===== config.mk =====
export PLATFORM = sky130hd
export DESIGN_NAME = usb_slave_control_irq_regs
export DESIGN_NICKNAME = d
export VERILOG_FILES = /design/src/usb_ctrl_pkg.sv /design/src/line_force_drive.sv /design/src/usb_slave_control_irq_regs.sv
export SDC_FILE = /design/constraint.sdc
export NUM_CORES = 1
export LEC_CHECK = 0
export BUFFER_PORTS_ARGS = -buffer_cell sky130_fd_sc_hd__buf_2
export CAP_MARGIN = 40
export CELL_PAD_IN_SITES_DETAIL_PLACEMENT = 0
export CELL_PAD_IN_SITES_GLOBAL_PLACEMENT = 2
export CORE_MARGIN = 1
export CORE_UTILIZATION = 32
export DETAILED_ROUTE_END_ITERATION = 8
export GPL_TIMING_DRIVEN = 0
export PLACE_DENSITY = 0.83
export SLEW_MARGIN = 20
export SYNTH_ARGS = -nofsm -noshare
export SYNTH_HDL_FRONTEND = slang
export SYNTH_SLANG_ARGS = --single-unit

===== constraint.sdc =====
create_clock -name clock -period 2.6 [get_ports clock]
set_input_delay 0.52 -clock clock [delete_from_list [all_inputs] [get_ports clock]]
set_output_delay 0.52 -clock clock [all_outputs]
set_load 0.1 [all_outputs]

===== src/usb_ctrl_pkg.sv =====
// Package with register map, field positions and reset values of the control register group.
package usb_ctrl_pkg;
  // Register addresses on the 8-bit microprocessor port.
  localparam logic [7:0] ADDR_MAIN_CONTROL     = 8'h05;
  localparam logic [7:0] ADDR_INTERRUPT_ENABLE = 8'h06;
  localparam logic [7:0] ADDR_DEVICE_ADDRESS   = 8'h07;
  localparam logic [7:0] ADDR_INTERRUPT_STATUS = 8'h0d;
  localparam logic [7:0] ADDR_BUFFER_SET       = 8'h0e;
  localparam logic [7:0] ADDR_DMA_COUNT_LOW    = 8'h35;
  localparam logic [7:0] ADDR_DMA_COUNT_HIGH   = 8'h36;

  // Main control field positions.
  localparam int CTL_USB_ENABLE  = 0;
  localparam int CTL_DMA_ENABLE  = 1;
  localparam int CTL_DMA_DIR     = 2;
  localparam int CTL_FORCE_LOWER = 3;
  localparam int CTL_FORCE_UPPER = 4;
  localparam int CTL_SPEED       = 5;
  localparam int CTL_STANDBY     = 6;

  // Interrupt status and enable field positions.
  localparam int IRQ_DMA_BUSY  = 7;
  localparam int IRQ_BUS_RESET = 6;
  localparam int IRQ_SOF       = 5;
  localparam int IRQ_DMA_DONE  = 4;

  // Field masks; everything outside reads as zero, except bit seven of enable and status, which reads DMA busy.
  localparam logic [7:0] MAIN_CONTROL_MASK = 8'h7f;
  localparam logic [7:0] IRQ_EVENT_MASK    = 8'h7f;
  localparam logic [7:0] BUFFER_SET_MASK   = 8'h0f;

  // Reset values.
  localparam logic [7:0] MAIN_CONTROL_RESET = 8'h00;
  localparam logic [7:0] IRQ_ENABLE_RESET   = 8'h00;
  localparam logic [7:0] DEVICE_ADDR_RESET  = 8'h00;
  localparam logic [7:0] ZERO_BYTE          = 8'h00;

  // Line force encodings (upper, lower).
  localparam logic [1:0] FORCE_NORMAL = 2'h0;
  localparam logic [1:0] FORCE_SE0    = 2'h1;
  localparam logic [1:0] FORCE_K      = 2'h2;
  localparam logic [1:0] FORCE_J      = 2'h3;
endpackage


===== src/line_force_drive.sv =====
// Bus line driver that turns the line force field into D+ and D- levels.
`timescale 1ns/1ps
module line_force_drive (
  // Clock and reset
  input  wire logic       clock,
  input  wire logic       rst_n,
  // Control
  input  wire logic [1:0] line_force,
  // Line outputs
  output logic            dp_out,
  output logic            dp_oe,
  output logic            dm_out,
  output logic            dm_oe
);
  // Registered so the pins never glitch while the control byte is rewritten.
  always_ff @(posedge clock) begin
    if (!rst_n) begin
      dp_out <= 1'b0;
      dm_out <= 1'b0;
      dp_oe  <= 1'b0;
      dm_oe  <= 1'b0;
    end else begin
      unique case (line_force)
        usb_ctrl_pkg::FORCE_NORMAL: begin
          dp_out <= 1'b0;
          dm_out <= 1'b0;
          dp_oe  <= 1'b0;
          dm_oe  <= 1'b0;
        end
        usb_ctrl_pkg::FORCE_SE0: begin
          dp_out <= 1'b0;
          dm_out <= 1'b0;
          dp_oe  <= 1'b1;
          dm_oe  <= 1'b1;
        end
        usb_ctrl_pkg::FORCE_K: begin
          dp_out <= 1'b0;
          dm_out <= 1'b1;
          dp_oe  <= 1'b1;
          dm_oe  <= 1'b1;
        end
        usb_ctrl_pkg::FORCE_J: begin
          dp_out <= 1'b1;
          dm_out <= 1'b0;
          dp_oe  <= 1'b1;
          dm_oe  <= 1'b1;
        end
      endcase
    end
  end
endmodule


===== src/usb_slave_control_irq_regs.sv =====
// Control and interrupt register group of the USB peripheral controller.
// Functional notes
// Software writes zero to control bit seven.
// Standby bit puts transceiver in low power.
// Suspend when standby set and enable clear.
// Speed bit: zero full, one low.
// Line force bits drive bus states.
// Line force bits clear at reset.
// Software forces K for remote wake-up.
// DMA direction: one reads out of device.
// DMA starts only on high count write.
// Global enable resets zero, gates transfers.
// Interrupt only for enabled pending events.
// Enable bits map bus reset, SOF, DMA, endpoints.
// Bit seven shows DMA in progress.
// DMA progress bit never raises interrupt.
// Device address resets to zero.
// Respond only to own device address.
// Status write one clears, zero keeps.
// Status latches reset, SOF, DMA, endpoint events.
// Read-only buffer set indicator per endpoint.
// Indicator bit n: zero first, one second.
// Software writes count low before high.
// Endpoint done sets regardless of enable.
// Reserved bits read zero, writes ignored.
`timescale 1ns/1ps
module usb_slave_control_irq_regs #(
  parameter int ENDPOINTS = 4
) (
  // Clock and reset
  input  wire logic                 clock,
  input  wire logic                 rst_n,
  // Microprocessor register port
  input  wire logic                 cs_n,
  input  wire logic                 wr_n,
  input  wire logic                 rd_n,
  input  wire logic [7:0]           addr,
  input  wire logic [7:0]           wdata,
  output logic      [7:0]           rdata,
  // Events from the serial engine and DMA engine
  input  wire logic                 bus_reset_seen,
  input  wire logic                 sof_seen,
  input  wire logic                 dma_finished,
  input  wire logic [ENDPOINTS-1:0] endpoint_done,
  input  wire logic [ENDPOINTS-1:0] endpoint_set_select,
  // Token address check
  input  wire logic [6:0]           token_address,
  output logic                      address_match,
  // Interrupt request
  output logic                      interrupt_request_out,
  // Transceiver and engine control
  output logic                      transceiver_standby,
  output logic                      suspend_mode,
  output logic                      speed_select,
  output logic                      usb_enable,
  output logic                      dma_read_out,
  output logic                      dma_enable,
  output logic                      dma_start,
  output logic                      dma_busy,
  // Bus line drive
  output logic                      dp_out,
  output logic                      dp_oe,
  output logic                      dm_out,
  output logic                      dm_oe
);
  logic [7:0] main_control_reg;
  logic [7:0] irq_enable_reg;
  logic [7:0] device_address_reg;
  logic [7:0] irq_status_reg;
  logic [7:0] irq_status_next;
  logic [ENDPOINTS-1:0] buffer_set_reg;
  logic       dma_busy_reg;
  logic       write_strobe;
  logic       read_strobe;
  logic [7:0] event_vector;
  logic [7:0] clear_vector;

  // Returns true when the given address equals the register address; the callers add the strobe.
  function automatic logic hit(input logic [7:0] a, input logic [7:0] target);
    hit = (a == target);
  endfunction

  // Strobes are level qualified and treated as synchronous to the clock.
  assign write_strobe = !cs_n && !wr_n;
  assign read_strobe  = !cs_n && !rd_n;

  // Main control register; bit seven is held zero whatever software writes.
  always_ff @(posedge clock) begin
    if (!rst_n) begin
      main_control_reg <= usb_ctrl_pkg::MAIN_CONTROL_RESET;
    end else if (write_strobe && hit(addr, usb_ctrl_pkg::ADDR_MAIN_CONTROL)) begin
      main_control_reg <= wdata & usb_ctrl_pkg::MAIN_CONTROL_MASK;
    end
  end

  // Control fields fanned out to the transceiver and engines.
  assign transceiver_standby = main_control_reg[usb_ctrl_pkg::CTL_STANDBY];
  assign usb_enable          = main_control_reg[usb_ctrl_pkg::CTL_USB_ENABLE];
  assign suspend_mode        = transceiver_standby && !usb_enable;
  assign speed_select        = main_control_reg[usb_ctrl_pkg::CTL_SPEED];
  assign dma_read_out        = main_control_reg[usb_ctrl_pkg::CTL_DMA_DIR];
  assign dma_enable          = main_control_reg[usb_ctrl_pkg::CTL_DMA_ENABLE];

  // Interrupt enable register; bit seven is the live DMA busy flag, not storage.
  always_ff @(posedge clock) begin
    if (!rst_n) begin
      irq_enable_reg <= usb_ctrl_pkg::IRQ_ENABLE_RESET;
    end else if (write_strobe && hit(addr, usb_ctrl_pkg::ADDR_INTERRUPT_ENABLE)) begin
      irq_enable_reg <= wdata & usb_ctrl_pkg::IRQ_EVENT_MASK;
    end
  end

  // Device address register.
  always_ff @(posedge clock) begin
    if (!rst_n) begin
      device_address_reg <= usb_ctrl_pkg::DEVICE_ADDR_RESET;
    end else if (write_strobe && hit(addr, usb_ctrl_pkg::ADDR_DEVICE_ADDRESS)) begin
      device_address_reg <= wdata;
    end
  end

  // Only tokens carrying our address are accepted, and only while the USB enable bit is set.
  assign address_match = usb_enable && (token_address == device_address_reg[6:0]);

  // A count high write launches DMA only when DMA is enabled.
  always_ff @(posedge clock) begin
    if (!rst_n) begin
      dma_start <= 1'b0;
    end else begin
      dma_start <= write_strobe && hit(addr, usb_ctrl_pkg::ADDR_DMA_COUNT_HIGH)
                   && dma_enable;
    end
  end

  // Busy runs from launch until the DMA engine reports completion.
  always_ff @(posedge clock) begin
    if (!rst_n) begin
      dma_busy_reg <= 1'b0;
    end else if (dma_start) begin
      dma_busy_reg <= 1'b1;
    end else if (dma_finished) begin
      dma_busy_reg <= 1'b0;
    end
  end
  assign dma_busy = dma_busy_reg;

  // Event vector in status layout; bit seven is never latched.
  always_comb begin
    event_vector = usb_ctrl_pkg::ZERO_BYTE;
    event_vector[usb_ctrl_pkg::IRQ_BUS_RESET] = bus_reset_seen;
    event_vector[usb_ctrl_pkg::IRQ_SOF]       = sof_seen;
    event_vector[usb_ctrl_pkg::IRQ_DMA_DONE]  = dma_finished;
    event_vector[ENDPOINTS-1:0]               = endpoint_done;
  end

  // Write-one-to-clear vector for the status register.
  always_comb begin
    clear_vector = usb_ctrl_pkg::ZERO_BYTE;
    if (write_strobe && hit(addr, usb_ctrl_pkg::ADDR_INTERRUPT_STATUS)) begin
      clear_vector = wdata & usb_ctrl_pkg::IRQ_EVENT_MASK;
    end
  end

  // A new event beats a clear in the same cycle so no completion is lost.
  assign irq_status_next = (irq_status_reg & ~clear_vector) | event_vector;

  // Status latching ignores the enable bits entirely.
  always_ff @(posedge clock) begin
    if (!rst_n) begin
      irq_status_reg <= usb_ctrl_pkg::ZERO_BYTE;
    end else begin
      irq_status_reg <= irq_status_next & usb_ctrl_pkg::IRQ_EVENT_MASK;
    end
  end

  // Request is the OR of enabled pending events; busy bit is masked out.
  always_ff @(posedge clock) begin
    if (!rst_n) begin
      interrupt_request_out <= 1'b0;
    end else begin
      interrupt_request_out <= |(irq_status_reg & irq_enable_reg
                                 & usb_ctrl_pkg::IRQ_EVENT_MASK);
    end
  end

  // Current buffer set per endpoint, copied from the engine's selection.
  always_ff @(posedge clock) begin
    if (!rst_n) begin
      buffer_set_reg <= '0;
    end else begin
      buffer_set_reg <= endpoint_set_select;
    end
  end

  // Read data is registered; unmapped and reserved bits read zero.
  always_ff @(posedge clock) begin
    if (!rst_n) begin
      rdata <= usb_ctrl_pkg::ZERO_BYTE;
    end else if (read_strobe) begin
      unique case (addr)
        usb_ctrl_pkg::ADDR_MAIN_CONTROL:     rdata <= main_control_reg;
        usb_ctrl_pkg::ADDR_INTERRUPT_ENABLE: begin
          rdata <= {dma_busy_reg, irq_enable_reg[6:0]};
        end
        usb_ctrl_pkg::ADDR_DEVICE_ADDRESS:   rdata <= device_address_reg;
        usb_ctrl_pkg::ADDR_INTERRUPT_STATUS: begin
          rdata <= {dma_busy_reg, irq_status_reg[6:0]};
        end
        usb_ctrl_pkg::ADDR_BUFFER_SET: begin
          rdata <= 8'(buffer_set_reg) & usb_ctrl_pkg::BUFFER_SET_MASK;
        end
        default: rdata <= usb_ctrl_pkg::ZERO_BYTE;
      endcase
    end
  end

  // Pin driver for forced line states used for wake-up and reset signalling.
  line_force_drive u_line_force (
    .clock      (clock),
    .rst_n      (rst_n),
    .line_force ({main_control_reg[usb_ctrl_pkg::CTL_FORCE_UPPER],
                  main_control_reg[usb_ctrl_pkg::CTL_FORCE_LOWER]}),
    .dp_out     (dp_out),
    .dp_oe      (dp_oe),
    .dm_out     (dm_out),
    .dm_oe      (dm_oe)
  );
endmodule


==> results_dict.tcl <==
set metrics [dict create \
    status "completed" \
    multi_input_area_um2 1050 \
    wl_per_cell_um 16.79 \
    setup.worst_path.class "register to output pin" \
    post_synth_net_total 277 \
    cts_root_buffer "clkbuf_8" \
    timing.critical_path.required_ns 2.08 \
    grt_setup_unrepaired "false" \
    final.period_utilization 0.7866 \
    final_critical_path_setup_slack_ns 0.5549 \
    netlist_instances 238 \
    finalWeightedCongestion 0.8188 \
    power.ir.vdd_worst_mv 0.2306 \
    cts_hold_buf 0 \
    power_report.internal_total_w 0.001070 \
    finalInstanceArea_um2 2595 \
    synth_top_area_share 0.4479 \
    grt_antenna_before_repair 0 \
    pwr-share-comb 0.109 \
    floorplan.initialDensity 0.3308 \
    synth.cell_area_um2 2101 \
    synth.avg_cell_area_um2 8.827 \
    drt_pass1_iterations 4 \
    drv_slew 0 \
    synthSimpleGateAreaFrac 0.2091 \
    detailed_place_hpwl_um 4757 \
    grt.total_usage 0.1945 \
    synth_largest_area_cell "dfxtp_1" \
    timing.critical_path.fanout_max 3 \
    die_height_um 83.03 \
    number_of_global_route_vias_before_repair 1930 \
    postRouteAntennaNets 0 \
    cap_violations 0 \
    leakage_nw 1.061 \
    wire_length_of_the_first_global_routing_pass_um 10290 \
    io-pin-count 61 \
    max_freq_ghz 0.4890 \
    min_period_ns 2.045 \
    area_growth_syn_to_layout_pct 23.53 \
    finish.net_count 342 \
    relSlewSlack 0.5461 \
    dieArea_um2 6893 \
    net_switching_fraction_of_the_power 0.2506 \
    synth_seq_cells 47 \
    seqPwrFrac 0.520 \
    drt_iter0_markers 124 \
    net_switching_component_of_the_power_w 0.0003579 \
    number_of_synthesized_flops_with_an_enable_pin 0 \
    start_kind "register" \
    drc_errors 0 \
    n_antenna_cell 0 \
    filler_cell_count 650 \
    netlist_top_cells_area "dfxtp_1 45%, o21ai_0 7.6%, nand3_1 6.2%, nand2_1 3.4%, xnor2_1 2.9%" \
    postSynth.asyncResetShare 0 \
    clock-sinks 47 \
    synth_commonest_cells "47 x dfxtp_1, 32 x o21ai_0, 26 x nand3_1, 19 x nand2_1, 9 x nor2_1" \
    seqCellArea_um2 940.9 \
    worst-slew-pin-transition_ns 0.6758 \
    yosys.cell_types.count 46 \
    cts-buffers-inserted 5 \
    num_vias 1997 \
    post_detailed_placement_cell_area_um2 2492 \
    muxShareOfSynthArea 0.05003 \
    detailed_route_wire_length_um 6381 \
    timing.final.hold_violations 0 \
    dp_slack_ns 0.4890 \
    rows 29 \
    synth_top_family_by_area "compound AO/OA/AOI/OAI gates" \
    min_path_type "input port to register" \
    setup_viol 0 \
    design.core.area_um2 6350 \
    end_kind "output pin" \
    synth-main-ff-cell "dfxtp_1" \
    route.detailed.vias_per_inst 5.255 \
    yosys.area_share.adder 0 \
    synth_compound_gate_area_share 0.2091 \
    cts_tree "done" \
    floorplan.die.width_um 83.03 \
    fin_tns_setup_ns 0 \
    share_clk_of_total_power 0.371 \
    drive_above_1_share 0.2805 \
    yosys.area_share.xor_xnor 0.02918 \
    finalClockSkew_ns 0.003830 \
    cts_htree_levels 2 \
    grt_start_max_net_pins 14 \
    timing.critical_path.arrival_ns 1.53 \
    pwr_density_cell_nw_per_um2 550.4 \
    ctsLongestPathBuffers 2 \
    post_cts_resized 0 \
    io_buffer_count 58 \
    synth.yosys.seq_area_share 0.4479 \
    synthMostInstantiatedCell "dfxtp_1" \
    gr-total-overflow 0 \
    path_clk_slew_ns 0.09 \
    clock_insertion_delay_worst_skew_ns 0.30 \
    ys.warnings.count 0 \
    post_cts.repair.setup_buffers 0 \
]
## per-stage QoR
step,hold slack [ns],utilization,power (W),cells
after floorplan,0.4300,-,0.0008476,238
after global placement,0.4408,0.3925,0.0009143,373
after detailed placement,0.4458,0.3925,0.0009157,373
after CTS,0.4098,0.4087,0.001435,380
after global routing,0.4136,0.4087,0.001484,380
final,0.4113,0.4087,0.001428,380
## logic make-up after synthesis
family | count (synthesis)
xor+xnor | 7
mux | 10
buf+inv | 25
simple gates | 79
compound gates | 70
flops | 47
## area by class of cell
cell class,count,area share
Multi-Input combinational cell,166,0.4045
Buffer,17,0.03279
Tap cell,77,0.03713
Inverter,8,0.01157
Clock inverter,1,0.01157
Sequential cell,47,0.3626
Clock buffer,6,0.02797
Timing Repair Buffer,58,0.1119
## placed cells by master, fill, tap and decap left out, types with 2 or more instances in the layout
cell type,count
nand2_1,19
a22oi_1,3
mux2_2,3
nor3b_1,2
dfxtp_1,47
nor2b_1,2
and2_1,5
nand3_1,26
xnor2_1,7
o21ai_0,32
inv_1,8
o211ai_1,3
mux2i_1,6
o2bb2ai_1,2
nand2b_1,2
o22a_1,3
nand4_1,4
a21oi_1,7
clkbuf_1,7
a31oi_1,8
a32oi_1,3
clkbuf_8,5
buf_2,65
nor2_1,8
## per-layer routing
metal / part of all wire / GRT usage / vias to the layer above
li1: - / - / 991
met1: 0.47 / 0.2699 / 937
met2: 0.44 / 0.3055 / 61
met3: 0.073 / 0.04175 / 8
met4: 0.014 / 0.05172 / 0
met5: 0 / 0 / -
## power by group through the flow
stage          sequential [W]  combinational [W]  clock (W)
6_report             0.000743           0.000155   0.000530
5_1_grt              0.000745           0.000170   0.000570
4_1_cts              0.000743           0.000156   0.000536
3_5_place_dp         0.000760           0.000155          0
3_3_place_gp         0.000760           0.000154          0
2_1_floorplan        0.000776          0.0000721          0
## worst max-delay path, stage by stage (launching register included)
cell	delay (ns)
dfxtp_1	0.41
xnor2_1	0.14
nand4_1	0.13
nor2_2	0.11
buf_2	0.42
## final timing paths
path	from	end	slack, ns	cells past startpoint
setup reg to reg	device_address_reg[3]	rdata[3]	1.17	4
hold / removal	wdata[4]	irq_status_reg[4]	0.41	2
setup / recovery	device_address_reg[5]	address_match	0.55	4
hold reg to reg	rdata[5]	rdata[5]	0.46	2
No activity file was read; power rests on OpenSTA's default activity.
